[src/core/cpsr_params.svh]
// Purpose: constants for the copper port status report block
// Assumes: APB byte addresses, 32-bit data words
// Notes:   status word printed at index 0x11, so byte address is four times it
`ifndef CPSR_PARAMS_SVH
`define CPSR_PARAMS_SVH

`define CPSR_IDX_STATUS      6'h11
`define CPSR_IDX_CTRL        6'h10
`define CPSR_IDX_POLPAIR     6'h15
`define CPSR_IDX_IRQ_STAT    6'h20
`define CPSR_IDX_IRQ_MASK    6'h21
`define CPSR_IDX_LINK_IN     6'h22

`define CPSR_SPD_1000        2'h2
`define CPSR_SPD_100         2'h1
`define CPSR_SPD_10          2'h0
`define CPSR_SPD_RST         2'h2
`define CPSR_XO_AUTO         2'h3
`define CPSR_XO_MDIX         2'h1
`define CPSR_XO_MDI          2'h0
`define CPSR_XO_RST          2'h3
`define CPSR_MDIX_RST        1'h1
`define CPSR_IRQ_W           4
`define CPSR_IRQ_PAGE        0
`define CPSR_IRQ_LINK        1
`define CPSR_IRQ_SPEED       2
`define CPSR_IRQ_RESOLVED    3

`define CPSR_ADDR_IDX_HI     7
`define CPSR_ADDR_IDX_LO     2
`define CPSR_ST_W            16
`define CPSR_ST_SPEED_HI     15
`define CPSR_ST_SPEED_LO     14
`define CPSR_ST_DUPLEX       13
`define CPSR_ST_PAGE         12
`define CPSR_ST_RESOLVED     11
`define CPSR_ST_LINK         10
`define CPSR_ST_TX_PAUSE     9
`define CPSR_ST_RX_PAUSE     8
`define CPSR_ST_MDIX         6
`define CPSR_ST_SLEEP        4
`define CPSR_ST_GLINK        3
`define CPSR_ST_POLARITY     1
`define CPSR_ST_JABBER       0
`define CPSR_CTRL_XO_HI      6
`define CPSR_CTRL_XO_LO      5
`define CPSR_CTRL_POLDIS     1
`define CPSR_PAIR_W          4

`endif

[src/core/cpsr_pkg.sv]
// Purpose: types for the copper port status report block
// Assumes: constants live in cpsr_params.svh
// Notes:   the link view arrives from the negotiation engine as one struct
package cpsr_pkg;
  // live link view from the negotiation and line logic
  typedef struct packed {
    logic       an_enable;
    logic       an_complete;
    logic       page_rx;
    logic [1:0] speed;
    logic       full_duplex;
    logic       link_up;
    logic       tx_pause;
    logic       rx_pause;
    logic       mdix_auto;
    logic       energy_sleep;
    logic       pol_rev;
    logic [3:0] pair_pol;
    logic       jabber;
  } cpsr_link_t;

  // apb slave request carrier
  typedef struct packed {
    logic        psel;
    logic        penable;
    logic        pwrite;
    logic [7:0]  paddr;
    logic [31:0] pwdata;
  } cpsr_apb_req_t;
endpackage

[src/core/cpsr_status.sv]
// Purpose: copper port status word with control, interrupt and apb access
// Assumes: pclk 125 MHz, presetn async active low, link inputs synchronous
// Notes:   sw_reset_i applies the staged crossover mode; status word read clears page flag
//          resolved is combinational, so it reads one at once when negotiation is off; forced speed shows a clock later
//          speed, duplex and pause are held from the last resolved cycle, so a pending
//          resolution never shows half-updated fields
//          read data is loaded in the setup cycle; the slave never adds wait states
//          unmapped offsets answer with pslverr, read zero and ignore writes
//          interrupt events: page, link change, speed change while resolved, resolved rising
//          a clearing write and a new event in one cycle keep the event
//          polarity reversal disable acts at once, unlike the crossover mode
//          a manual crossover mode drives the crossover bit whatever the resolution
//          the staged crossover mode reads back before it is applied
//          link and energy inputs are taken as already synchronous to pclk
//          page_rx is a one-cycle pulse from the negotiation engine
//          reserved status bits and unused upper word bits read zero
//          the interrupt output is a level, not a pulse
//          no counters: every answer is at most one cycle away
// How it works
// speed field 10 gig, 01 hundred, 00 ten
// resolved set on negotiation complete, else clear
// negotiation disabled forces resolved to one
// duplex bit one full, zero half
// page flag latches high, clears on read
// copper link bit is real time
// pause bits mirror resolution, informational only
// crossover bit one mdix, reset one
// crossover mode applied only at software reset
// global link bit mirrors copper link
// polarity reversed bit, forced normal when disabled
// gigabit shows per-pair polarity in own field
// energy sleep and jabber real time, reset zero
`timescale 1ns/1ns
`include "cpsr_params.svh"

module cpsr_status (
  input  wire logic                  pclk,
  input  wire logic                  presetn,
  input  wire cpsr_pkg::cpsr_apb_req_t apb_req,
  output logic                       pready,
  output logic [31:0]                prdata,
  output logic                       pslverr,
  input  wire cpsr_pkg::cpsr_link_t  link_i,
  input  wire logic                  sw_reset_i,
  output logic                       irq_o
);
  import cpsr_pkg::*;

  // bus decode
  logic        access;
  logic        wr_en;
  logic        rd_en;
  logic [5:0]  idx;
  logic        hit;
  logic        resolved;
  logic [15:0] status_word;
  logic [31:0] rd_word;

  // one select per mapped register
  logic        sel_status;
  logic        sel_ctrl;
  logic        sel_polpair;
  logic        sel_irq_stat;
  logic        sel_irq_mask;
  logic        rd_setup;
  logic        wr_ctrl;
  logic        wr_irq_stat;
  logic        wr_irq_mask;
  logic        rd_status;

  // status word fields
  logic [1:0]  fld_speed;
  logic        fld_duplex;
  logic        fld_page;
  logic        fld_resolved;
  logic        fld_link;
  logic        fld_tx_pause;
  logic        fld_rx_pause;
  logic        fld_mdix;
  logic        fld_sleep;
  logic        fld_glink;
  logic        fld_polarity;
  logic        fld_jabber;
  logic [3:0]  fld_pairs;

  // held control and status state
  logic [1:0]  xo_staged_q;
  logic [1:0]  xo_active_q;
  logic        pol_dis_q;
  logic        page_q;
  logic [1:0]  speed_q;
  logic        duplex_q;
  logic        tx_pause_q;
  logic        rx_pause_q;
  logic        mdix_q;
  logic        link_q;
  // interrupt state
  logic [`CPSR_IRQ_W-1:0] irq_stat_q;
  logic [`CPSR_IRQ_W-1:0] irq_mask_q;
  logic [`CPSR_IRQ_W-1:0] irq_ev;
  logic        prev_resolved_q;

  // single-cycle slave: answer in the access phase itself
  assign access  = apb_req.psel & apb_req.penable;
  assign wr_en   = access & apb_req.pwrite;
  assign rd_en   = access & ~apb_req.pwrite;
  assign idx     = apb_req.paddr[`CPSR_ADDR_IDX_HI:`CPSR_ADDR_IDX_LO];

  // zero wait: the access phase is its own answer
  assign pready  = access;
  assign pslverr = access & ~hit;

  // address decode; byte lanes below the word index are ignored
  assign sel_status   = (idx == `CPSR_IDX_STATUS);
  assign sel_ctrl     = (idx == `CPSR_IDX_CTRL);
  assign sel_polpair  = (idx == `CPSR_IDX_POLPAIR);
  assign sel_irq_stat = (idx == `CPSR_IDX_IRQ_STAT);
  assign sel_irq_mask = (idx == `CPSR_IDX_IRQ_MASK);
  assign hit          = sel_status | sel_ctrl | sel_polpair | sel_irq_stat | sel_irq_mask;

  // qualified strobes; writes land only at the access edge
  assign rd_setup    = apb_req.psel & ~apb_req.penable & ~apb_req.pwrite;
  assign rd_status   = rd_en & sel_status;
  assign wr_ctrl     = wr_en & sel_ctrl;
  assign wr_irq_stat = wr_en & sel_irq_stat;
  assign wr_irq_mask = wr_en & sel_irq_mask;

  // resolved flag: forced when negotiation is off
  assign resolved = ~link_i.an_enable | link_i.an_complete;

  // held fields; valid only while resolved reads one
  assign fld_speed    = speed_q;
  assign fld_duplex   = duplex_q;
  assign fld_page     = page_q;
  assign fld_resolved = resolved;
  assign fld_tx_pause = tx_pause_q;
  assign fld_rx_pause = rx_pause_q;
  assign fld_mdix     = mdix_q;

  // real-time bits bypass the holding flops
  assign fld_link     = link_i.link_up;
  assign fld_sleep    = link_i.energy_sleep;
  assign fld_glink    = link_i.link_up;
  assign fld_jabber   = link_i.jabber;

  // polarity reads normal while reversal is disabled
  assign fld_polarity = link_i.pol_rev & ~pol_dis_q;

  // per-pair view shares the same disable
  assign fld_pairs    = link_i.pair_pol & {`CPSR_PAIR_W{~pol_dis_q}};

  // assemble the status word; reserved bits read zero
  always_comb begin
    status_word                                      = '0;
    status_word[`CPSR_ST_SPEED_HI:`CPSR_ST_SPEED_LO] = fld_speed;
    status_word[`CPSR_ST_DUPLEX]                     = fld_duplex;
    status_word[`CPSR_ST_PAGE]                       = fld_page;
    status_word[`CPSR_ST_RESOLVED]                   = fld_resolved;
    status_word[`CPSR_ST_LINK]                       = fld_link;
    status_word[`CPSR_ST_TX_PAUSE]                   = fld_tx_pause;
    status_word[`CPSR_ST_RX_PAUSE]                   = fld_rx_pause;
    status_word[`CPSR_ST_MDIX]                       = fld_mdix;
    status_word[`CPSR_ST_SLEEP]                      = fld_sleep;
    status_word[`CPSR_ST_GLINK]                      = fld_glink;
    status_word[`CPSR_ST_POLARITY]                   = fld_polarity;
    status_word[`CPSR_ST_JABBER]                     = fld_jabber;
  end

  // speed held from the last resolved cycle; reset shows gigabit
  always_ff @(posedge pclk or negedge presetn) begin
    if (!presetn) begin
      speed_q <= `CPSR_SPD_RST;
    end else if (resolved) begin
      speed_q <= link_i.speed;
    end
  end

  // duplex held the same way, so a pending resolution keeps the old value
  always_ff @(posedge pclk or negedge presetn) begin
    if (!presetn) begin
      duplex_q <= '0;
    end else if (resolved) begin
      duplex_q <= link_i.full_duplex;
    end
  end

  // transmit pause is only reported; nothing inside reads it
  always_ff @(posedge pclk or negedge presetn) begin
    if (!presetn) begin
      tx_pause_q <= '0;
    end else if (resolved) begin
      tx_pause_q <= link_i.tx_pause;
    end
  end

  // receive pause, likewise informational only
  always_ff @(posedge pclk or negedge presetn) begin
    if (!presetn) begin
      rx_pause_q <= '0;
    end else if (resolved) begin
      rx_pause_q <= link_i.rx_pause;
    end
  end

  // crossover: staged mode takes effect only on software reset
  always_ff @(posedge pclk or negedge presetn) begin
    if (!presetn) begin
      xo_active_q <= `CPSR_XO_RST;
    end else if (sw_reset_i) begin
      xo_active_q <= xo_staged_q;
    end
  end

  // crossover status follows manual setting or the auto resolver
  always_ff @(posedge pclk or negedge presetn) begin
    if (!presetn) begin
      mdix_q <= `CPSR_MDIX_RST;
    end else if (xo_active_q == `CPSR_XO_MDIX) begin
      mdix_q <= 1'b1;
    end else if (xo_active_q == `CPSR_XO_MDI) begin
      mdix_q <= 1'b0;
    end else if (resolved) begin
      mdix_q <= link_i.mdix_auto;
    end
  end

  // crossover mode is staged here; changing it live would disrupt the line
  always_ff @(posedge pclk or negedge presetn) begin
    if (!presetn) begin
      xo_staged_q <= `CPSR_XO_RST;
    end else if (wr_ctrl) begin
      xo_staged_q <= apb_req.pwdata[`CPSR_CTRL_XO_HI:`CPSR_CTRL_XO_LO];
    end
  end

  // polarity reversal disable acts at once
  always_ff @(posedge pclk or negedge presetn) begin
    if (!presetn) begin
      pol_dis_q <= '0;
    end else if (wr_ctrl) begin
      pol_dis_q <= apb_req.pwdata[`CPSR_CTRL_POLDIS];
    end
  end

  // page flag: a new page beats the clearing read
  always_ff @(posedge pclk or negedge presetn) begin
    if (!presetn) begin
      page_q <= 1'b0;
    end else if (link_i.page_rx) begin
      page_q <= 1'b1;
    end else if (rd_status) begin
      page_q <= 1'b0;
    end
  end

  // previous link level for change detection; idles low like the link
  always_ff @(posedge pclk or negedge presetn) begin
    if (!presetn) begin
      link_q <= '0;
    end else begin
      link_q <= link_i.link_up;
    end
  end

  // previous resolved level; low at reset so a forced resolve is an event
  always_ff @(posedge pclk or negedge presetn) begin
    if (!presetn) begin
      prev_resolved_q <= '0;
    end else begin
      prev_resolved_q <= resolved;
    end
  end

  // page arrival and either edge of the link
  assign irq_ev[`CPSR_IRQ_PAGE]     = link_i.page_rx;
  assign irq_ev[`CPSR_IRQ_LINK]     = link_i.link_up ^ link_q;

  // a speed change only counts once resolution stands
  assign irq_ev[`CPSR_IRQ_SPEED]    = resolved & (link_i.speed != speed_q);

  // resolution rising
  assign irq_ev[`CPSR_IRQ_RESOLVED] = resolved & ~prev_resolved_q;

  // sticky status, write one to clear; a same-cycle event wins
  for (genvar b = 0; b < `CPSR_IRQ_W; b++) begin : g_sticky
    always_ff @(posedge pclk or negedge presetn) begin
      if (!presetn) begin
        irq_stat_q[b] <= 1'b0;
      end else if (irq_ev[b]) begin
        irq_stat_q[b] <= 1'b1;
      end else if (wr_irq_stat && apb_req.pwdata[b]) begin
        irq_stat_q[b] <= 1'b0;
      end
    end
  end

  // mask register, one enables the source
  always_ff @(posedge pclk or negedge presetn) begin
    if (!presetn) begin
      irq_mask_q <= '0;
    end else if (wr_irq_mask) begin
      irq_mask_q <= apb_req.pwdata[`CPSR_IRQ_W-1:0];
    end
  end

  // level interrupt; stays high until every unmasked bit is cleared
  assign irq_o = |(irq_stat_q & irq_mask_q);

  // read multiplexer; unmapped offsets read zero
  always_comb begin
    rd_word = '0;
    // status word in the low half
    if (sel_status) begin
      rd_word[`CPSR_ST_W-1:0] = status_word;
    end
    // staged crossover mode and polarity disable
    if (sel_ctrl) begin
      rd_word[`CPSR_CTRL_XO_HI:`CPSR_CTRL_XO_LO] = xo_staged_q;
      rd_word[`CPSR_CTRL_POLDIS]                 = pol_dis_q;
    end
    // per-pair polarity
    if (sel_polpair) begin
      rd_word[`CPSR_PAIR_W-1:0] = fld_pairs;
    end
    // sticky interrupt status
    if (sel_irq_stat) begin
      rd_word[`CPSR_IRQ_W-1:0] = irq_stat_q;
    end
    // interrupt mask
    if (sel_irq_mask) begin
      rd_word[`CPSR_IRQ_W-1:0] = irq_mask_q;
    end
  end

  // read data registered at the access edge would lag; data is a flop fed ahead in setup
  always_ff @(posedge pclk or negedge presetn) begin
    if (!presetn) begin
      prdata <= '0;
    end else if (rd_setup) begin
      prdata <= rd_word;
    end
  end
endmodule

[config.mk]
export PLATFORM = sky130hd
export DESIGN_NAME = cpsr_status
export DESIGN_NICKNAME = d
export VERILOG_FILES = /design/src/core/cpsr_pkg.sv /design/src/core/cpsr_status.sv
export VERILOG_INCLUDE_DIRS = /design/src /design/src/core
export SDC_FILE = /design/constraint.sdc
export NUM_CORES = 1
export LEC_CHECK = 0
export CAP_MARGIN = 25
export CORE_UTILIZATION = 60
export DETAILED_ROUTE_END_ITERATION = 6
export DONT_BUFFER_PORTS = 1
export GPL_ROUTABILITY_DRIVEN = 0
export PLACE_DENSITY = 0.74
export SYNTH_ARGS = -nofsm -noshare
export SYNTH_HDL_FRONTEND = slang
export SYNTH_SLANG_ARGS = --single-unit
[constraint.sdc]
create_clock -name pclk -period 1.48 [get_ports pclk]
set_input_delay 0.074 -clock pclk [delete_from_list [all_inputs] [get_ports pclk]]
set_output_delay 0.074 -clock pclk [all_outputs]
set_load 0.01 [all_outputs]
==> impl_metrics.ini, run 1 <==
[run_status]
status = finished, violations left
violations = DRC

[setup_path]
r2r_end = prdata[1]$_DFFE_PN0P_
required_ps = 1720
cp-start-kind = input port
r2r_start = pol_dis_q$_DFFE_PN0P_
critPathMaxFanout = 6
r2r_setup_slack_ps = 230
arrival_ps = 1590
criticalPathCategory = in2reg
r2r_cells = 4
cp-end-kind = flop

[placement]
hpwl_mm = 2.64
port_buffers = 0
post-place-ws_ps = -121
dp_cells = 212

[sta]
rsz0062_at_grt = false
setup_ws_ps = 126
fmax_mhz = 738
period_needed_ps = 1350
finalMaxSlewViolations = 0
tns_ps = 0
whs_ps = 12.7
hold_viol_final = 0
fin_crit_sh_pct = 91.5
setup_viol = 0
finClkSkew_ps = 5.60

[synthesis]
yosys_warnings = 0
synth_edf_count = 0
ys_seq_elements = 37
syn_area_mm2 = 0.00186
synth_top_family_by_area = simple AND/OR/NAND/NOR gates
avgSynthCellArea_um2 = 10.5
synth-simple-area-share_pct = 22.0
synth.mux.area_fraction_pct = 9.81
yosysSeqAreaShare_pct = 50.1
syn_inst = 177
synth_compound_area_share_pct = 8.20
synth-adder-area-share_pct = 0
synth.distinct_cells = 37
synth-async-reset-ratio_pct = 100
synthFlopType = dfrtp_1
synth_xor_area_share_pct = 1.41

[floorplanning]
core_area_mm2 = 0.00285
dieArea_mm2 = 0.00333
ios = 98
initial_utilization_pct = 65.3
rows = 19
die-width_um = 57.7
die_h_um = 57.7

[hold_path]
hp-class = in2reg
min_delay_path_depth = 2
worstHoldStart = link_i[5]
whs_endpoint = prdata[1]$_DFFE_PN0P_

[finish]
fin_nets = 274
final_common_cell = dfrtp_1
ff_latch_area_um2 = 933
syn_to_final_growth_pct = 19.4
nFillCells = 187
diodes = 0
drive_gt1_share_pct = 20.3
multiInputGateArea_um2 = 846
fin_cells = 243
final_cell_mix = dfrtp_1 (31), nand2_1 (29), dlygate4sd3_1 (22)

[detailed_routing]
num_vias = 1409
drt-initial-drc-count = 60
wl_mm = 3.97
ant_nets = 0
drc_errors = 5
post_drt_wl_per_cell_um = 16.3
drt-vias-per-instance = 5.80
first_pass_iters = 6

[clock_tree]
cts_root_buf = clkbuf_4
post_cts_buffers = 0
cts.sinks = 37
clk_pin_slew_ps = 110
cts_buffers = 5
clock_latency_ps = 340
htreeDepth = 2
cts_tree = done
cts_buffer_depth = 2

[grt]
grt_max_degree = 38
first_global_vias = 1368
grt_overflow = 0
grtUsageTotal_pct = 25.8
grt_pass1_wl_mm = 6.35
antenna_found_initial = 0

[flow_run]
cap_viol_max_count = 0

[pwr]
finalPower_mw = 2.09
p_leak_nw = 1.01
vdd_drop_max_v = 0.000831
power.density_mw_per_mm2 = 939
## cells in the mapped netlist (2+ instances only)
library cell	number	area share [%]
a211oi_1	5	2.0
a21o_1	3	1.2
a21oi_1	2	0.54
a221oi_1	2	0.94
a22o_1	2	0.94
a22oi_1	2	0.81
buf_4	17	6.9
clkbuf_1	4	0.81
dfrtp_1	31	42
dfstp_2	6	8.5
inv_1	3	0.60
mux2_2	10	6.0
mux2_4	4	3.2
nand2_1	29	5.8
nand2b_1	2	0.67
nand3_1	12	3.2
nand3b_1	4	1.6
nor2_1	8	1.6
nor3_1	8	2.2
nor3b_1	4	1.6
o21ai_0	2	0.54
xnor2_1	2	0.94
## critical path, stage by stage
cell	delay, ps
dlygate4sd3_1	570
nor3b_2	450
o31ai_1	170
a221oi_1	260
nor3_1	70
## flip-flops by register name (all words and copies together), names as in the netlist, 2 cells and up
| name | count |
|---|---|
| irq_mask_q | 4 |
| irq_stat_q | 4 |
| xo_staged_q | 2 |
| fld_speed | 2 |
| prdata | 15 |
| xo_active_q | 2 |
## area by class of cell
cell class | count | share of cell area (%)
Sequential cell | 37 | 42.0
Multi-Input combinational cell | 132 | 38.1
Timing Repair Buffer | 32 | 13.9
Clock buffer | 7 | 2.48
Tap cell | 31 | 1.75
Clock inverter | 1 | 1.35
Inverter | 3 | 0.507
## cells by family after synthesis
group,after synthesis
and+or+nand+nor,76
DFF,37
buffers and inverters,24
AOI/OAI and AO/OA,21
muxes,15
xor gates and xnor gates,3
other,1
## how the worst max path moves through the flow
stage	startpoint	endpoint	slack [ps]	depth (start not counted)
6_report	apb_req[40]	prdata[3]$_DFFE_PN0P_	130	5
5_1_grt	apb_req[40]	prdata[3]$_DFFE_PN0P_	70	5
4_1_cts	apb_req[40]	prdata[3]$_DFFE_PN0P_	160	5
3_5_place_dp	apb_req[38]	irq_mask_q[2]$_DFFE_PN0P_	-120	4
3_3_place_gp	apb_req[38]	irq_mask_q[3]$_DFFE_PN0P_	-100	4
2_1_floorplan	apb_req[38]	irq_mask_q[0]$_DFFE_PN0P_	-130	4
## layer usage
metal / up-vias / global-route usage [%] / share of wire, %
met5: - / 0 / 0
met4: 0 / 6.80 / 0
li1: 657 / - / -
met3: 0 / 8.71 / 6.7
met1: 697 / 31.4 / 42
met2: 55 / 44.2 / 52
## timing repair
action                                  in CTS  in global routing
gates resized for setup                      0                  1
hold endpoints to repair                    64                  0
hold buffers                                23                  0
endpoints found under the setup margin       0                  1
## metrics by stage
| step | utilization, % | area (um2) |
|---|---|---|
| finish | 77.9 | 2220 |
| global route | 77.9 | 2220 |
| CTS | 77.7 | 2220 |
| detailed placement | 66.3 | 1890 |
| global placement | 66.3 | 1890 |
| floorplan | - | 1920 |
## power by group
group	total (mW)	switching, mW	leakage, nW	internal, mW
Combinational	0.235	0.118	0.518	0.117
Clock	0.734	0.331	0.0455	0.403
Sequential	1.12	0.0480	0.444	1.07
Note: power is estimated with default switching activity, not from simulation.
==> inputs of run 2 (changes only) <==
Settings changed: REMOVE_ABC_BUFFERS set to 1.
==> run 2 against run 1 <==
  * The run still ends with DRC left
  * Sequential share of layout area grew 0.62 points
  * Global-route usage increased by 1.3 points
  * Die area unchanged
  * Final area fell by 1.5%
  * Final cell count grew 0.41%
  * Register-to-register slack got worse by 50 ps
  * First-iteration DRC count grew 20%
  * Via count is 2.2% higher
  * Non-clock buffer count grew 1
  * Fmax increased by 4.0%
  * Critical endpoint is now prdata[1]$_DFFE_PN0P_
  * Largest power group unchanged
  * Highest routed layer is now met4
==> impl_metrics.ini, run 2 (synthesis results as in run 1) <==
[detailed_routing]
drt-vias-per-instance = 5.90
wl_mm = 4.07
num_vias = 1440
ant_nets = 0
drt-initial-drc-count = 72
drc_errors = 8
post_drt_wl_per_cell_um = 16.7
first_pass_iters = 6

[placement]
port_buffers = 0
dp_cells = 214
hpwl_mm = 2.91
placed_area_mm2 = 0.00191
post-place-ws_ps = -147

[finish]
largestRegisters = prdata: 15 flops, irq_mask_q: 4 flops, irq_stat_q: 4 flops
fin_nets = 275
design_area_mm2 = 0.00219
nFillCells = 194
largest_reg_flops = 15
final_common_cell = dfrtp_1
fin_cells = 244
drive_gt1_share_pct = 20.2
top_register = prdata
diodes = 0
post-route-util_pct = 76.8
final_cell_mix = dfrtp_1 (31), nand2_1 (29), dlygate4sd3_1 (21)
syn_to_final_growth_pct = 17.6

[grt]
grt_overflow = 0
grtUsageTotal_pct = 27.1
antenna_found_initial = 0
first_global_vias = 1515
grt_pass1_wl_mm = 6.71
grt_max_degree = 38

[pwr]
power.density_mw_per_mm2 = 848
vdd_drop_max_v = 0.000749
finalPower_mw = 1.86
p_leak_nw = 0.993

[sta]
fin_crit_sh_pct = 88.0
tns_ps = 0
finClkSkew_ps = 5.35
whs_ps = 27.6
fmax_mhz = 768
rsz0062_at_grt = false
period_needed_ps = 1300
finalMaxSlewViolations = 0
setup_viol = 0
setup_ws_ps = 178
hold_viol_final = 0

[run_status]
violations = DRC
status = finished, violations left

[flow_run]
cap_viol_max_count = 0

[clock_tree]
cts_buffer_depth = 2
cts_resized = 0
cts_root_buf = clkbuf_4
cts_buffers = 5
cts.sinks = 37
htreeDepth = 2
clk_pin_slew_ps = 110
clock_latency_ps = 330
cts_tree = done

[setup_path]
critPathMaxFanout = 5
cp-start-kind = flop
critical-path-slowest-cell = dfrtp_1
required_ps = 1730
criticalPathCategory = reg2reg
r2r_start = pol_dis_q$_DFFE_PN0P_
r2r_setup_slack_ps = 180
r2r_end = prdata[1]$_DFFE_PN0P_
cp_num_buf_inv = 1
max_stage_delay_ps = 430
r2r_cells = 4
worstPathCellList = nor4b_1 > buf_4 > a32oi_1 > a211oi_1
path_delay_family = flip-flops
arrival_ps = 1550
cp-end-kind = flop

[floorplanning]
die-width_um = 57.7
dieArea_mm2 = 0.00333
rows = 19
ios = 98
initial_utilization_pct = 65.3
die_h_um = 57.7
core_area_mm2 = 0.00285

[hold_path]
min_delay_path_depth = 2
hp-class = in2reg
whs_endpoint = prdata[1]$_DFFE_PN0P_
worstHoldStart = link_i[5]
run 2: how the worst max path moves through the flow:
| stage | slack [ps] | startpoint | to | depth (start not counted) |
|---|---|---|---|---|
| floorplan | -150 | apb_req[38] | irq_mask_q[0]$_DFFE_PN0P_ | 4 |
| global placement | -120 | apb_req[38] | irq_mask_q[2]$_DFFE_PN0P_ | 4 |
| detailed placement | -150 | apb_req[38] | irq_mask_q[2]$_DFFE_PN0P_ | 4 |
| CTS | 160 | pol_dis_q$_DFFE_PN0P_ | prdata[1]$_DFFE_PN0P_ | 4 |
| global route | 30 | pol_dis_q$_DFFE_PN0P_ | prdata[1]$_DFFE_PN0P_ | 4 |
| finish | 180 | pol_dis_q$_DFFE_PN0P_ | prdata[1]$_DFFE_PN0P_ | 4 |
run 2: where the power goes:
group	switching [mW]	internal, mW
Sequential	0.0475	1.07
Combinational	0.119	0.115
Clock	0.315	0.190
run 2: repair_timing:
action / 4_1_cts / 5_1_grt
hold buffers: 21 / 1
endpoints found under the hold margin: 62 / 1
setup endpoints to repair: 0 / 0
setup buffers: 0 / 0
run 2: final cells by class:
class / instances / area, um2 / share of cell area (%)
tap: 31 / 38.8 / 1.77
inverter: 3 / 11.3 / 0.514
timing repair buffer: 33 / 313 / 14.3
multi-input combinational: 132 / 845 / 38.6
sequential: 37 / 933 / 42.6
clock buffer: 8 / 48.8 / 2.23
run 2: routing by layer:
| metal | up-vias | global-route usage [%] | share of wire [%] |
|---|---|---|---|
| met5 | - | 0 | 0 |
| met2 | 70 | 47.3 | 53 |
| met1 | 698 | 30.7 | 37 |
| li1 | 664 | - | - |
| met3 | 8 | 9.15 | 8.4 |
| met4 | 0 | 10.5 | 1.7 |
==> inputs of run 3 (changes only) <==
Settings changed: ABC_AREA set to 1.
==> run 3 against run 2 <==
  * The run now ends clean
  * Critical path type unchanged
  * First-iteration DRC count up 60%
  * Synthesized cell count up 27%
  * Synthesized area up 1.7%
  * Via count up 11%
  * Clock power up 1%
  * Total power down 1.2%
  * Register-to-register slack better by 60 ps
  * Hold slack worse by 14 ps
  * Core utilization down 5.0 points
  * Worst setup slack better by 56 ps
  * Final cell count up 23%
  * Fmax up 4.5%
==> impl_metrics.ini, run 3 <==
[pwr]
vdd_drop_max_v = 0.000652
finalPower_mw = 1.83
p_leak_nw = 1.05
power.density_mw_per_mm2 = 845

[floorplanning]
core_area_mm2 = 0.00303
die_h_um = 58.2
dieArea_mm2 = 0.00339
die-width_um = 58.2
initial_utilization_pct = 62.6
ios = 98
rows = 20

[synthesis]
synth_edf_count = 0
avgSynthCellArea_um2 = 8.42
synth_top_area_cell = dfrtp_1
yosysSeqAreaShare_pct = 49.3
synthFlopType = dfrtp_1
ys_seq_elements = 37
synth_most_common_cell = nand2_1
yosys_warnings = 0
ys_top_cells_by_area = dfrtp_1 (41%), nand2_1 (11%), dfstp_2 (8.3%)
post-synth-top-area-fraction_pct = 41.0
synth.distinct_cells = 28
synth_common_cells = nand2_1 (55), dfrtp_1 (31), inv_1 (26), o21ai_0 (22), nor2_1 (18)
syn_inst = 225
synth-async-reset-ratio_pct = 100
syn_area_mm2 = 0.00189

[placement]
hpwl_mm = 2.82
port_buffers = 0

[setup_path]
cp-end-kind = flop
cp-start-kind = flop
critPathMaxFanout = 3
r2r_cells = 3
required_ps = 1700
r2r_setup_slack_ps = 230
r2r_end = irq_stat_q[0]$_DFFE_PN0P_
criticalPathCategory = reg2reg
arrival_ps = 1470
r2r_start = irq_stat_q[0]$_DFFE_PN0P_

[run_status]
status = finished clean

[grt]
grt_overflow = 0
grt_max_degree = 38
first_global_vias = 1544
grt_pass1_wl_mm = 6.73
antenna_found_initial = 0
grtUsageTotal_pct = 26.9

[hold_path]
worstHoldStart = link_i[1]
whs_endpoint = prdata[0]$_DFFE_PN0P_
hp-class = in2reg
min_delay_path_depth = 4

[sta]
period_needed_ps = 1250
finClkSkew_ps = 11.4
setup_viol = 0
hold_viol_final = 0
fin_crit_sh_pct = 84.2
rsz0062_at_grt = false
finalMaxSlewViolations = 0
tns_ps = 0
fmax_mhz = 802

[finish]
final_common_cell = nand2_1
syn_to_final_growth_pct = 14.7
final_cell_mix = nand2_1 (55), dfrtp_1 (31), inv_1 (26)
diodes = 0
largestRegisters = prdata: 15 flops, irq_mask_q: 4 flops, irq_stat_q: 4 flops
largest_reg_flops = 15
drive_gt1_share_pct = 10.2
nFillCells = 239
fin_nets = 317
top_register = prdata

[clock_tree]
htreeDepth = 2
cts_root_buf = clkbuf_4
clock_latency_ps = 340
cts_hold_buf = 25
cts_resized = 0
cts_buffer_depth = 2
cts.sinks = 37
cts_buffers = 5
post_cts_buffers = 0
cts_tree = done
clk_pin_slew_ps = 110

[detailed_routing]
wl_mm = 4.15
drt-initial-drc-count = 115
num_vias = 1602
ant_nets = 0
drt-vias-per-instance = 5.36
first_pass_iters = 4
post_drt_wl_per_cell_um = 13.9
drc_errors = 0

[flow_run]
cap_viol_max_count = 0
-- run 3: area by class of cell --
cell class,count,area (um2),share of cell area (%)
clock buffer,7,45.0,2.07
clock inverter,1,5.00,0.230
inverter,28,106,4.90
sequential,37,933,43.0
timing repair buffer,27,275,12.7
multi-input combinational,155,752,34.6
tap,44,55.1,2.53
-- run 3: kinds of logic after synthesis --
family          share of synthesized area (%)
simple gates                             24.4
buf+inv                                  14.2
flops                                    49.3
compound gates                           10.6
xor+xnor                                 1.39
other cells                             0.198
-- run 3: how the worst max path moves through the flow --
stage	startpoint	end	slack [ps]	cells past startpoint
finish	irq_stat_q[0]$_DFFE_PN0P_	irq_stat_q[0]$_DFFE_PN0P_	230	3
global route	apb_req[42]	irq_stat_q[0]$_DFFE_PN0P_	190	6
CTS	irq_stat_q[0]$_DFFE_PN0P_	irq_stat_q[0]$_DFFE_PN0P_	250	3
detailed placement	link_i[16]	fld_mdix$_DFFE_PN1P_	430	5
global placement	link_i[16]	fld_mdix$_DFFE_PN1P_	480	5
floorplan	apb_req[40]	prdata[0]$_DFFE_PN0P_	440	6
-- run 3: critical path, cell delays in order (launching register included) --
cell,delay (ps)
dfrtp_1,420
o21ai_0,100
nand2_1,60
dlygate4sd3_1,560
-- run 3: per-stage QoR --
step	setup slack, ps	instance area (um2)	instances	hold slack, ps	utilization (%)
after floorplan	438	1790	220	-222	-
after global placement	476	1860	266	-221	61.5
after detailed placement	433	1860	266	-221	61.5
after CTS	251	2170	299	0.173	71.7
after global routing	192	2170	299	25.0	71.7
final	234	2170	299	13.1	71.7
-- run 3: where the power goes --
group	leakage [nW]	internal, mW	switching (mW)
Sequential	0.452	1.06	0.0296
Combinational	0.567	0.0929	0.142
Clock	0.0293	0.185	0.326
-- run 3: layer usage --
layer / track usage [%] / up-vias / part of all wire, %
met3: 8.26 / 20 / 8.7
li1: - / 747 / -
met1: 32.1 / 733 / 40
met5: 0 / - / 0
met2: 44.8 / 102 / 48
met4: 12.2 / 0 / 3.1
